<file path="config.mk">
export PLATFORM = sky130hd
export DESIGN_NAME = lpc_clock_ctrl
export DESIGN_NICKNAME = d
export VERILOG_FILES = /design/src/lpc_clock_ctrl.v /design/src/lpc_div.v
export VERILOG_INCLUDE_DIRS = /design/src
export SDC_FILE = /design/constraint.sdc
export NUM_CORES = 1
export LEC_CHECK = 0
export ABC_CLOCK_PERIOD_IN_PS = 1600
export CORE_ASPECT_RATIO = 1.75
export CORE_MARGIN = 2
export CORE_UTILIZATION = 55
export DETAILED_ROUTE_END_ITERATION = 10
export DONT_BUFFER_PORTS = 1
export PLACE_DENSITY = 0.73
export REMOVE_ABC_BUFFERS = 1
export SLEW_MARGIN = 20
export SYNTH_ARGS = -nofsm -noshare
export SYNTH_HDL_FRONTEND = slang
export SYNTH_HIERARCHICAL = 1
export SYNTH_SLANG_ARGS = --single-unit
</file>
<file path="constraint.sdc">
create_clock -name clk_sys -period 1.6 [get_ports clk_sys]
set_input_delay 0.16 -clock clk_sys [delete_from_list [all_inputs] [get_ports clk_sys]]
set_output_delay 0.16 -clock clk_sys [all_outputs]
set_load 0.02 [all_outputs]
</file>
<file path="src/lpc_regs.vh">
`ifndef LPC_REGS_VH
`define LPC_REGS_VH
// Oscillator-control command byte
`define LPC_OSC_CMD_MSB 7
`define LPC_OSC_CMD_LSB 3
`define LPC_OSC_CMD_CODE 5'h03
`define LPC_EFR_BIT 2
`define LPC_COE_BIT 1
`define LPC_OSC_BIT 0
// Reset values
`define LPC_EFR_RST 1'h0
`define LPC_COE_RST 1'h0
`define LPC_OSC_RST 1'h0
// Output modes
`define LPC_MODE_LCD0 2'h0
`define LPC_MODE_LCD1 2'h1
`define LPC_MODE_STATIC 2'h2
`define LPC_MODE_PWM 2'h3
// Nominal internal oscillator 230 kHz from 40 MHz: half period count
`define LPC_CLK_HZ 40000000
`define LPC_OSC_HZ 230000
`define LPC_OSC_HALF ((`LPC_CLK_HZ / `LPC_OSC_HZ) / 2)
// Prescale of oscillator for clock output, 230 kHz / 24 = 9.6 kHz
`define LPC_OUT_DIV 24
`endif

</file>
<file path="src/lpc_clock_ctrl.v">
`default_nettype none
`include "lpc_regs.vh"
module lpc_clock_ctrl (
	// Clock and reset
	input wire clk_sys,
	input wire rst_n,
	// Command byte from serial interface
	input wire [7:0] cmdByte,
	input wire cmdValid,
	// Mode settings
	input wire power_down_bit,
	input wire displayEnable,
	input wire pwmEnable,
	// Per-output mode and static levels
	input wire [11:0] auxMode,
	input wire [5:0] aux_static_levels,
	input wire [5:0] pwmLevels,
	input wire [5:0] lcdSegIn,
	input wire [7:0] lcdBpIn,
	// Shared clock pin
	input wire shared_clock_pin_in,
	output reg shared_clock_pin_out,
	output reg shared_clock_pin_oe_n,
	// Clock status and ticks
	output reg oscRunning,
	output reg lcdClkTick,
	output reg pwmClkTick,
	output reg ext_freq_select,
	output reg clock_out_enable,
	output reg clockSource,
	// Drive outputs
	output reg [7:0] lcdBpOut,
	output reg [5:0] aux_static_output
);
	reg pinSync1_reg;
	reg pinSync2_reg;
	reg pinLast_reg;
	reg oscRun;
	wire shared_clock_pin;
	wire oscTick;
	wire outClk;
	wire extEdge;
	integer i;

	// Two-flop synchroniser for the pin clock
	always @(posedge clk_sys or negedge rst_n) begin
		if (!rst_n) begin
			pinSync1_reg <= 1'b0;
			pinSync2_reg <= 1'b0;
			pinLast_reg <= 1'b0;
		end else begin
			pinSync1_reg <= shared_clock_pin_in;
			pinSync2_reg <= pinSync1_reg;
			pinLast_reg <= pinSync2_reg;
		end
	end
	assign extEdge = pinSync2_reg & ~pinLast_reg;

	// Oscillator-control command capture
	always @(posedge clk_sys or negedge rst_n) begin
		if (!rst_n) begin
			ext_freq_select <= `LPC_EFR_RST;
			clock_out_enable <= `LPC_COE_RST;
			clockSource <= `LPC_OSC_RST;
		end else if (cmdValid && cmdByte[`LPC_OSC_CMD_MSB:`LPC_OSC_CMD_LSB]
				== `LPC_OSC_CMD_CODE) begin
			ext_freq_select <= cmdByte[`LPC_EFR_BIT];
			clock_out_enable <= cmdByte[`LPC_COE_BIT];
			clockSource <= cmdByte[`LPC_OSC_BIT];
		end
	end

	// Internal oscillator enable
	always @* begin
		if (power_down_bit)
			oscRun = 1'b0;
		else if (!clockSource)
			oscRun = 1'b1;
		else
			oscRun = pwmEnable & ~ext_freq_select;
	end

	// Nominal 230 kHz oscillator
	lpc_div #(.HALF(`LPC_OSC_HALF)) uOsc (
		.clk_sys(clk_sys),
		.rst_n(rst_n),
		.run(oscRun),
		.tickIn(1'b1),
		.clkOut(shared_clock_pin),
		.tickOut(oscTick)
	);

	// Prescaled oscillator for the clock pin
	lpc_div #(.HALF(`LPC_OUT_DIV / 2)) uPre (
		.clk_sys(clk_sys),
		.rst_n(rst_n),
		.run(oscRun),
		.tickIn(oscTick),
		.clkOut(outClk),
		.tickOut()
	);

	always @(posedge clk_sys or negedge rst_n) begin
		if (!rst_n) begin
			shared_clock_pin_out <= 1'b0;
			shared_clock_pin_oe_n <= 1'b1;
			oscRunning <= 1'b0;
			lcdClkTick <= 1'b0;
			pwmClkTick <= 1'b0;
			lcdBpOut <= 8'h00;
			aux_static_output <= 6'h00;
		end else begin
			oscRunning <= oscRun;
			// Clock pin
			if (clockSource || !clock_out_enable) begin
				shared_clock_pin_oe_n <= 1'b1;
				shared_clock_pin_out <= 1'b0;
			end else if (power_down_bit) begin
				shared_clock_pin_oe_n <= 1'b0;
				shared_clock_pin_out <= 1'b1;
			end else begin
				shared_clock_pin_oe_n <= 1'b0;
				shared_clock_pin_out <= outClk;
			end
			// Timing ticks; frequency select ignored on internal
			if (!clockSource) begin
				lcdClkTick <= oscTick;
				pwmClkTick <= oscTick;
			end else begin
				lcdClkTick <= extEdge;
				pwmClkTick <= ext_freq_select ? extEdge : oscTick;
			end
			// LCD backplanes grounded at once
			if (power_down_bit || !displayEnable)
				lcdBpOut <= 8'h00;
			else
				lcdBpOut <= lcdBpIn;
			// Combined segment/aux outputs
			for (i = 0; i < 6; i = i + 1) begin
				case (auxMode[2*i +: 2])
					`LPC_MODE_STATIC:
						aux_static_output[i] <= aux_static_levels[i];
					`LPC_MODE_PWM:
						aux_static_output[i] <= power_down_bit ?
							aux_static_levels[i] : pwmLevels[i];
					default:
						aux_static_output[i] <=
							(power_down_bit || !displayEnable) ?
							1'b0 : lcdSegIn[i];
				endcase
			end
		end
	end
endmodule
`default_nettype wire

</file>
<file path="src/lpc_div.v">
`default_nettype none
`include "lpc_regs.vh"
module lpc_div #(
	parameter integer HALF = 4
) (
	// Clock and reset
	input wire clk_sys,
	input wire rst_n,
	// Control
	input wire run,
	input wire tickIn,
	// Result
	output reg clkOut,
	output reg tickOut
);
	reg [15:0] cnt_reg;
	always @(posedge clk_sys or negedge rst_n) begin
		if (!rst_n) begin
			cnt_reg <= 16'h0000;
			clkOut <= 1'b0;
			tickOut <= 1'b0;
		end else if (!run) begin
			cnt_reg <= 16'h0000;
			clkOut <= 1'b0;
			tickOut <= 1'b0;
		end else begin
			tickOut <= 1'b0;
			if (tickIn) begin
				if (cnt_reg == HALF[15:0] - 16'h0001) begin
					cnt_reg <= 16'h0000;
					clkOut <= ~clkOut;
					tickOut <= ~clkOut;
				end else begin
					cnt_reg <= cnt_reg + 16'h0001;
				end
			end
		end
	end
endmodule
`default_nettype wire

</file>
==> results of run 1 <==
-- metal layers --
layer	up-vias	GRT usage	share of wire
li1	1088	-	-
met1	1146	0.266	0.36
met2	76	0.463	0.56
met3	17	0.0760	0.049
met4	0	0.133	0.029
met5	-	0	0
-- critical path: cells and delay by family (launching register included) --
kind | cells | cell delay, ps
simple gates | 3 | 720
flops | 1 | 380
buf+inv | 2 | 330
compound gates | 1 | 90
-- power breakdown --
group | internal (µW) | switching (µW) | leakage [µW]
clock | 557 | 609 | 0.0000783
combinational | 191 | 180 | 0.000823
sequential | 1580 | 80.4 | 0.000808
total | 2320 | 870 | 0.00171
-- final timing paths --
check,endpoint,startpoint
setup / recovery,uOsc/cnt_reg[2],uOsc/cnt_reg[12]
hold / removal,oscRunning,power_down_bit
setup reg to reg,uOsc/cnt_reg[2],uOsc/cnt_reg[12]
hold reg to reg,pinSync2_reg,pinSync1_reg
max in group asynchronous,shared_clock_pin_oe_n,rst_n
min in group asynchronous,uPre/cnt_reg[0],rst_n
-- layout make-up --
type,instances,area (µm²)
clock buffer,10,128
timing repair buffer,63,591
tap,55,68.8
inverter,8,30.0
clock inverter,6,41.3
sequential,60,1500
multi-input combinational,197,1440
fill,354,1410
-- stage by stage --
stage / cell area, µm² / setup TNS (ps) / hold slack (ps) / power, µW / std cells
floorplan: 2890 / -2300 / -136 / 1820 / 265
global placement: 3210 / 0 / -134 / 1910 / 350
detailed placement: 3210 / -127 / -134 / 1920 / 350
CTS: 3700 / -0.520 / 23.6 / 3190 / 394
global route: 3800 / -1610 / 18.1 / 3330 / 399
finish: 3800 / -167 / 28.2 / 3190 / 399
-- repair_timing --
item	4_1_cts	5_1_grt
gates resized for setup	7	16
endpoints found under the setup margin	25	32
hold buffers	27	0
gates cloned	0	0
setup buffers	1	5
hold endpoints to repair	79	0
pin swaps	1	10
-- cells in the final DEF (no fill, tap or decap), drive strengths merged, types with 3 or more instances in the layout --
cell and count:
and2 13, conb 6, nand4 14, mux2 5
nand2b 12, a21oi 21, inv 8, mux2i 12
clkinv 3, buf 37, clkinvlp 3, or3 11
xor2 14, clkbuf 10, dfrtp 59, nand3 8
and4 5, ha 3, nor4 4, o21ai 12
nor2 16, o31ai 3, or4 3, dlygate4sd3 26
nand2 15, and3 4, nand3b 3
==> parameters.txt, run 1 <==
Parameter                              Value

Global routing
  Global-route usage over all layers ... 0.261
  Gr ovfl total ... 0
  Number of global-route vias before repair ... 2,455
  Number of antenna violations at the first check in global routing ... 0
  Largest net degree at the start of global routing ... 61
  Global-route wire length before repair ... 11,200 µm

Drt
  Antenna-violating nets left ... 0
  Post-detailed-route wirelength per cell ... 18.1 µm
  Total number of vias ... 2,327
  Post-Route WL ... 7210 µm
  Drt first pass iters ... 4
  Count of unresolved DRC violations after routing ... 0
  Vias per Instance ... 5.83
  Violation count after the first detailed-routing iteration ... 82

Critical path
  Element type at the critical path end ... flip-flop
  Critical path, cell by cell ... nor4_1, nand4_1, buf_4, buf_4, nand2b_1, a311oi_1
  Required time worst endpoint ... 1810 ps
  Slowest stage delay, CP ... 400 ps
  Kind of start point of the critical path ... flip-flop
  Most repeated library cell on the critical path ... sky130_fd_sc_hd__buf_4
  Count of cells along the worst register-to-register path ... 6
  Master of the slowest instance on the critical path ... sky130_fd_sc_hd__nor4_1
  Register-to-register path setup slack ... -50 ps
  Data arrival at the endpoint of the critical path ... 1860 ps
  Worst setup path category ... reg2reg
  Top fanout value on the critical path ... 4

Floorplanning
  Initial Utilization ... 0.561
  Count of boundary I/O pins ... 75
  Die Y-Extent ... 100 µm
  Placeable core region ... 0.00521 mm²
  Die Area ... 0.00594 mm²
  Horiz. Die Dim ... 59.1 µm
  Cell row count ... 35

Status
  Run status ... finished, violations left
  Violated checks ... setup timing

CTS
  Clock sink count ... 60
  Insertion delay to the later sink of the worst-skew pair ... 340 ps
  TritonCTS Buffers ... 9
  Clock root buffer ... sky130_fd_sc_hd__clkbuf_8
  CTS tree ... yes
  Depth of the CTS H-tree ... 3
  Clock input transition at the sequential cells of the worst setup and hold paths ... 70 ps
  CTS Buffer Depth ... 2

Finish
  Synthesis-to-layout area growth ... 30.1%
  Total inserted antenna cells ... 0
  Net count, final ... 395
  Fraction of layout instances using a drive strength above 1 ... 0.282
  Core utilization of the finished layout ... 0.730

Placed design
  Place WS ... -35.5 ps
  Post-detailed-placement half-perimeter wirelength ... 4670 µm
  Final weighted congestion in routability-driven placement ... 0.809
  Port Buffer Count ... 0

Power and ir drop
  Cell leakage power ... 0.00171 µW
  Worst VDD drop ... 0.796 mV
  Power density over the cells ... 840 mW/mm²

Synth
  Post-synthesis average cell area ... 10.9 µm²
  Ys Warns ... 6
  Post-Syn Instances ... 267
  Post-synthesis instance area ... 0.00292 mm²

Timing
  Slack of the critical path ... -46.4 ps
  Final Hold Fails ... 0
  Final period utilization ... 1.03
  Endpoints failing setup ... 8
  Setup repair after global routing missed its margin ... yes
  Number of slew-limit violations in the final report ... 0
  Setup skew after layout ... 7.79 ps
  Highest Clock Rate ... 0.607 GHz
  Final period demand of the worst path ... 1650 ps

Run
  Reported max-cap violation count ... 0

Worst hold path
  Hold Path Cell Cnt ... 2
  Class of the worst hold path ... in2reg
Note: power is estimated with default switching activity, not from simulation.
==> run 2: changes to the inputs <==
--- a/config.mk
+++ b/config.mk
@@ -13,6 +13,7 @@
 export DETAILED_ROUTE_END_ITERATION = 10
 export DONT_BUFFER_PORTS = 1
 export PLACE_DENSITY = 0.73
+export RECOVER_POWER = 25
 export REMOVE_ABC_BUFFERS = 1
 export SLEW_MARGIN = 20
 export SYNTH_ARGS = -nofsm -noshare
==> run 2 against run 1 <==
Against the previous run: sequential cell count unchanged; non-clock buffer count unchanged; worst setup slack better by 2.3 ps; via count is 0.99% lower; hold slack gained 0.71 ps; clock power is essentially flat; first-iteration DRC count increased by 12%; final cell count unchanged; register-to-register slack barely moved; the flow still finishes with violations (setup timing); power is 0.30% lower; sequential share of layout area increased by 0.21 points.
==> parameters.txt, run 2 (synthesized netlist as in run 1, its figures left out) <==
Parameter                              Value

Drt
  Drt first pass iters ... 4 (unchanged)
  Count of unresolved DRC violations after routing ... 0 (unchanged)
  Antenna-violating nets left ... 0 (unchanged)
  Post-Route WL ... 7200 µm (-0.14%)
  Post-detailed-route wirelength per cell ... 18.0 µm (-0.14%)
  Violation count after the first detailed-routing iteration ... 92 (+12%)
  Total number of vias ... 2,304 (-0.99%)
  Vias per Instance ... 5.77 (-0.99%)

Global routing
  Global-route usage over all layers ... 0.261 (unchanged)
  Largest net degree at the start of global routing ... 61 (unchanged)
  Number of antenna violations at the first check in global routing ... 0 (unchanged)
  Global-route wire length before repair ... 11,200 µm (unchanged)
  Gr ovfl total ... 0 (unchanged)
  Number of global-route vias before repair ... 2,455 (unchanged)

Placed design
  Post-detailed-placement half-perimeter wirelength ... 4670 µm (unchanged)
  Final weighted congestion in routability-driven placement ... 0.809 (unchanged)
  Port Buffer Count ... 0 (unchanged)
  Cell count after placement ... 350 (unchanged)
  Place WS ... -35.5 ps (unchanged)

Timing
  Highest Clock Rate ... 0.608 GHz (+0.14%)
  Final period demand of the worst path ... 1640 ps (-2.26 ps)
  Final Hold Fails ... 0 (unchanged)
  Final period utilization ... 1.03 (-0.00141)
  Min Hold Slack ... 28.9 ps (+0.709 ps)
  Endpoints failing setup ... 6 (-2)
  Setup repair after global routing missed its margin ... yes
  Number of slew-limit violations in the final report ... 0 (unchanged)
  Setup skew after layout ... 8.43 ps (+0.641 ps)
  Setup TNS ... -130 ps (+36.6 ps)
  Worst Max-Slew Pin Slew ... 795 ps
  Slack of the critical path ... -44.1 ps (+2.26 ps)
  Slew Limit Headroom ... 0.470

Critical path
  Register-to-register path setup slack ... -40 ps (about the same)
  Required time worst endpoint ... 1810 ps (about the same)
  Top fanout value on the critical path ... 4 (unchanged)
  Kind of start point of the critical path ... flip-flop
  Worst setup path category ... reg2reg
  Element type at the critical path end ... flip-flop
  Data arrival at the endpoint of the critical path ... 1850 ps (about the same)

CTS
  Clock input transition at the sequential cells of the worst setup and hold paths ... 70 ps (about the same)
  CTS tree ... yes
  TritonCTS Buffers ... 9 (unchanged)
  Depth of the CTS H-tree ... 3 (unchanged)
  CTS Buffer Depth ... 2 (unchanged)
  Insertion delay to the later sink of the worst-skew pair ... 340 ps (about the same)
  Clock sink count ... 60 (unchanged)
  Clock root buffer ... sky130_fd_sc_hd__clkbuf_8

Run
  Reported max-cap violation count ... 0 (unchanged)

Status
  Violated checks ... setup timing
  Run status ... finished, violations left

Power and ir drop
  Cell leakage power ... 0.00170 µW (-0.78%)
  Worst VDD drop ... 0.796 mV (about the same)
  Power density over the cells ... 842 mW/mm² (+0.23%)
  Internal Dissipation ... 2320 µW (-0.26%)
  Clock power share ... 0.366 (about the same)
  Share of power burned in registers ... 0.520 (about the same)
  Switching part of the total power ... 0.272 (-0.000281)
  Combinational group share of total power ... 0.114 (-0.002)
  Switching power ... 866 µW (-0.40%)

Finish
  Synthesis-to-layout area growth ... 29.4%
  Total inserted antenna cells ... 0 (unchanged)
  Leading cell type in the layout, fill and taps excluded ... sky130_fd_sc_hd__dfrtp_1
  Final std cells w/o fill ... 399 (unchanged)
  Number of inserted filler cells in the final layout ... 356 (+0.56%)
  Net count, final ... 395 (unchanged)
  Fraction of layout instances using a drive strength above 1 ... 0.282 (unchanged)
  Commonest cells after routing, fill and taps aside ... 59 x sky130_fd_sc_hd__dfrtp_1, 32 x sky130_fd_sc_hd__buf_4, 26 x sky130_fd_sc_hd__dlygate4sd3_1

Floorplanning
  Die Area ... 0.00594 mm² (unchanged)
  Die Y-Extent ... 100 µm (unchanged)
  Horiz. Die Dim ... 59.1 µm (unchanged)
  Count of boundary I/O pins ... 75 (unchanged)
  Cell row count ... 35 (unchanged)
  Placeable core region ... 0.00521 mm² (unchanged)
  Initial Utilization ... 0.561 (unchanged)

Worst hold path
  Class of the worst hold path ... in2reg
run 2: cell count changes in the layout (fill, tap and decap cells not counted):
cell and delta:
sky130_fd_sc_hd__and2_0 +6, sky130_fd_sc_hd__and2_1 -6, sky130_fd_sc_hd__buf_16 -1, sky130_fd_sc_hd__clkbuf_4 +1
run 2: final timing paths:
path | start | endpoint | cells after the start
max reg2reg | uOsc/cnt_reg[12] | uOsc/cnt_reg[2] | 6
max in group asynchronous | rst_n | pinLast_reg | 2
min reg2reg | pinSync1_reg | pinSync2_reg | 0
min | power_down_bit | oscRunning | 2
max | uOsc/cnt_reg[12] | uOsc/cnt_reg[2] | 6
min in group asynchronous | rst_n | uPre/cnt_reg[13] | 2
run 2: repair_timing:
action,4_1_cts,5_1_grt
setup endpoints to repair,25,32
hold endpoints to repair,79,0
hold buffers,27,0
pin swaps,1,10
resized for setup,7,16
buffers inserted,1,5
run 2: critical path, cell delays in order, from the launching register on:
cell and delay, ps:
sky130_fd_sc_hd__dfrtp_1 380, sky130_fd_sc_hd__nor4_1 400, sky130_fd_sc_hd__nand4_1 250, sky130_fd_sc_hd__buf_4 200
sky130_fd_sc_hd__buf_4 130, sky130_fd_sc_hd__nand2b_1 70, sky130_fd_sc_hd__a311oi_1 90
run 2: per-stage QoR:
step,power [µW],instance area [µm²],util
floorplan,1820,2890,-
global placement,1910,3210,0.615
detailed placement,1920,3210,0.615
CTS,3190,3700,0.710
global route,3330,3780,0.726
finish,3180,3780,0.726
run 2: metal layers:
| layer | routed length (µm) | GRT usage | vias up |
|---|---|---|---|
| li1 | - | - | 1088 |
| met1 | 2560 | 0.266 | 1113 |
| met2 | 4050 | 0.463 | 87 |
| met3 | 390 | 0.0760 | 16 |
| met4 | 193 | 0.133 | 0 |
| met5 | 0 | 0 | - |
run 2: cell type report:
type,instances,area (µm²),area share
timing repair buffer,63,571,0.151
multi-input combinational,197,1440,0.381
inverter,8,30.0,0.00794
clock inverter,6,41.3,0.0109
sequential,60,1500,0.397
clock buffer,10,128,0.0337
tap,55,68.8,0.0182
run 2: power groups by stage:
stage               Combinational, µW  Clock (µW)  Sequential, µW
finish                            363        1160            1660
global route                      396        1270            1660
CTS                               342        1190            1650
detailed placement                238           0            1680
global placement                  231           0            1680
floorplan                         131           0            1690
==> run 3: changes to the inputs <==
--- a/config.mk
+++ b/config.mk
@@ -15,6 +15,7 @@
 export PLACE_DENSITY = 0.73
 export RECOVER_POWER = 25
 export REMOVE_ABC_BUFFERS = 1
+export SETUP_SLACK_MARGIN = 0.3
 export SLEW_MARGIN = 20
 export SYNTH_ARGS = -nofsm -noshare
 export SYNTH_HDL_FRONTEND = slang
==> constraint.sdc (replaced) <==
create_clock -name clk_sys -period 1.6 [get_ports clk_sys]
set_input_delay 0.16 -clock clk_sys [delete_from_list [all_inputs] [get_ports clk_sys]]
set_output_delay 0.16 -clock clk_sys [all_outputs]
set_load 0.005 [all_outputs]
==> run 3 against run 2 <==
Against the previous run: the run ends with hold timing, setup timing left; die area stayed put; largest power group unchanged; fmax down 0.26%; sequential share of layout area shrank 3.2 points; power grew 6.2%; non-clock buffer count grew 6; critical path type unchanged; cell area increased by 8.8%; routed wire length grew 11%; critical endpoint is now uPre/cnt_reg[8]; highest routed layer unchanged.
==> parameters.txt, run 3 (synthesized netlist as in run 1, its figures left out) <==
Parameter                              Value

Status
  Run status ... finished, violations left
  Violated checks ... hold timing, setup timing

Global routing
  Number of antenna violations at the first check in global routing ... 0 (unchanged)
  Global-route usage over all layers ... 0.277 (+0.0168)
  Largest net degree at the start of global routing ... 61 (unchanged)
  Number of global-route vias before repair ... 2,585 (+5.3%)
  Gr ovfl total ... 0 (unchanged)
  Global-route wire length before repair ... 12,000 µm (+7.0%)

Critical path
  Required time worst endpoint ... 1820 ps (about the same)
  Data arrival at the endpoint of the critical path ... 1870 ps (+20 ps)
  Count of cells along the worst register-to-register path ... 6 (unchanged)
  Worst setup path category ... reg2reg
  Element type at the critical path end ... flip-flop
  Register-to-register path setup slack ... -50 ps (about the same)
  Capture instance of the worst register-to-register path ... uPre/cnt_reg[8]
  Kind of start point of the critical path ... flip-flop
  Startpoint of the worst-slack reg-to-reg timing path ... ext_freq_select
  Slowest stage delay, CP ... 390 ps (about the same)
  Critical path, cell by cell ... nand2b_4, a21oi_2, or2b_4, nand4_1, xor2_1, nor2_4
  Top fanout value on the critical path ... 7 (+3)
  Master of the slowest instance on the critical path ... sky130_fd_sc_hd__dfrtp_1

Timing
  Endpoints failing setup ... 20 (+14)
  Setup skew after layout ... 7.58 ps (-0.848 ps)
  Min Hold Slack ... -489 ps (-518 ps)
  Highest Clock Rate ... 0.607 GHz (-0.26%)
  Final Hold Fails ... 60 (+60)
  Final period demand of the worst path ... 1650 ps (+4.35 ps)
  Setup TNS ... -357 ps (-227 ps)
  Slack of the critical path ... -48.5 ps (-4.35 ps)
  Final period utilization ... 1.03 (+0.00272)
  Number of slew-limit violations in the final report ... 0 (unchanged)
  Setup repair after global routing missed its margin ... yes

CTS
  CTS tree ... yes
  Clock root buffer ... sky130_fd_sc_hd__clkbuf_8
  Depth of the CTS H-tree ... 3 (unchanged)
  Cts hold-fix bufs ... 25 (-7.4%)
  Insertion delay to the later sink of the worst-skew pair ... 340 ps (about the same)
  Clock input transition at the sequential cells of the worst setup and hold paths ... 70 ps (about the same)
  Clock sink count ... 60 (unchanged)
  CTS Buffer Depth ... 2 (unchanged)
  TritonCTS Buffers ... 9 (unchanged)

Finish
  Synthesis-to-layout area growth ... 40.8%
  Commonest cells after routing, fill and taps aside ... 57 x sky130_fd_sc_hd__dfrtp_1, 38 x sky130_fd_sc_hd__buf_4, 25 x sky130_fd_sc_hd__dlygate4sd3_1
  Leading cell type in the layout, fill and taps excluded ... sky130_fd_sc_hd__dfrtp_1
  Net count, final ... 401 (+1.5%)
  Fraction of layout instances using a drive strength above 1 ... 0.403 (+0.121)
  Total inserted antenna cells ... 0 (unchanged)

Run
  Reported max-cap violation count ... 0 (unchanged)

Drt
  Vias per Instance ... 5.93 (+2.6%)
  Post-detailed-route wirelength per cell ... 19.8 µm (+9.6%)
  Drt first pass iters ... 4 (unchanged)
  Count of unresolved DRC violations after routing ... 0 (unchanged)
  Antenna-violating nets left ... 0 (unchanged)
  Violation count after the first detailed-routing iteration ... 100 (+8.7%)
  Post-Route WL ... 8010 µm (+11%)
  Total number of vias ... 2,400 (+4.2%)

Floorplanning
  Count of boundary I/O pins ... 75 (unchanged)
  Die Y-Extent ... 100 µm (unchanged)
  Cell row count ... 35 (unchanged)
  Die Area ... 0.00594 mm² (unchanged)
  Initial Utilization ... 0.561 (unchanged)
  Horiz. Die Dim ... 59.1 µm (unchanged)
  Placeable core region ... 0.00521 mm² (unchanged)

Power and ir drop
  Power density over the cells ... 821 mW/mm² (-2.4%)
  Cell leakage power ... 0.00178 µW (+4.8%)
  Total Power ... 3380 µW (+6.2%)
  Worst VDD drop ... 0.708 mV (-11%)

Placed design
  Place WS ... -26.0 ps (+9.50 ps)
  Final weighted congestion in routability-driven placement ... 0.861 (+6.4%)
  Post-detailed-placement half-perimeter wirelength ... 4520 µm (-3.1%)
  Port Buffer Count ... 0 (unchanged)

Worst hold path
  Class of the worst hold path ... in2async
-- run 3: through the flow --
step / utilization / cell area, µm² / instances
floorplan: - / 2890 / 265
global placement: 0.615 / 3210 / 350
detailed placement: 0.615 / 3210 / 350
CTS: 0.729 / 3800 / 399
global route: 0.790 / 4120 / 405
finish: 0.790 / 4120 / 405
-- run 3: layer usage --
| metal | wire length [µm] | part of all wire | global-route usage |
|---|---|---|---|
| met4 | 272 | 0.034 | 0.135 |
| met1 | 2860 | 0.36 | 0.290 |
| met3 | 476 | 0.059 | 0.0992 |
| met2 | 4400 | 0.55 | 0.478 |
| met5 | 0 | 0 | 0 |
-- run 3: cell type report --
| cell class | instances | area [µm²] |
|---|---|---|
| Fill cell | 291 | 1100 |
| Tap cell | 55 | 68.8 |
| Clock inverter | 4 | 47.5 |
| Multi-Input combinational cell | 197 | 1670 |
| Sequential cell | 60 | 1510 |
| Clock buffer | 12 | 155 |
| Timing Repair Buffer | 69 | 634 |
| Inverter | 8 | 30.0 |
-- run 3: repair_timing --
| item | CTS | global route |
|---|---|---|
| setup endpoints to repair | 35 | 36 |
| pin swaps | 15 | 19 |
| gates resized for setup | 19 | 61 |
| buffers inserted | 8 | 5 |
| hold endpoints to repair | 79 | 60 |
| gates cloned | 0 | 1 |
-- run 3: how the worst max path moves through the flow --
stage                         start               end  cells past startpoint  slack (ps)
detailed placement  ext_freq_select  uPre/cnt_reg[15]                      6         -30
finish              ext_freq_select   uPre/cnt_reg[8]                      6         -50
global route        uOsc/cnt_reg[4]       uOsc/clkOut                      4        -140
global placement    ext_freq_select  uPre/cnt_reg[15]                      6           2
floorplan           ext_freq_select   uPre/cnt_reg[4]                      6        -130
CTS                 ext_freq_select  uPre/cnt_reg[15]                      6          40
-- run 3: worst max-delay path: cells and delay by family, from the launching register on --
| family | cells | cell delay (ps) |
|---|---|---|
| DFF | 1 | 390 |
| xor gates and xnor gates | 1 | 340 |
| AOI/OAI and AO/OA | 1 | 140 |
| and+or+nand+nor | 4 | 660 |
-- run 3: report_power, final --
part / switching, µW / leakage (µW) / internal, µW
registers: 37.6 / 0.000805 / 1580
logic: 176 / 0.000870 / 194
clock network: 598 / 0.000102 / 799
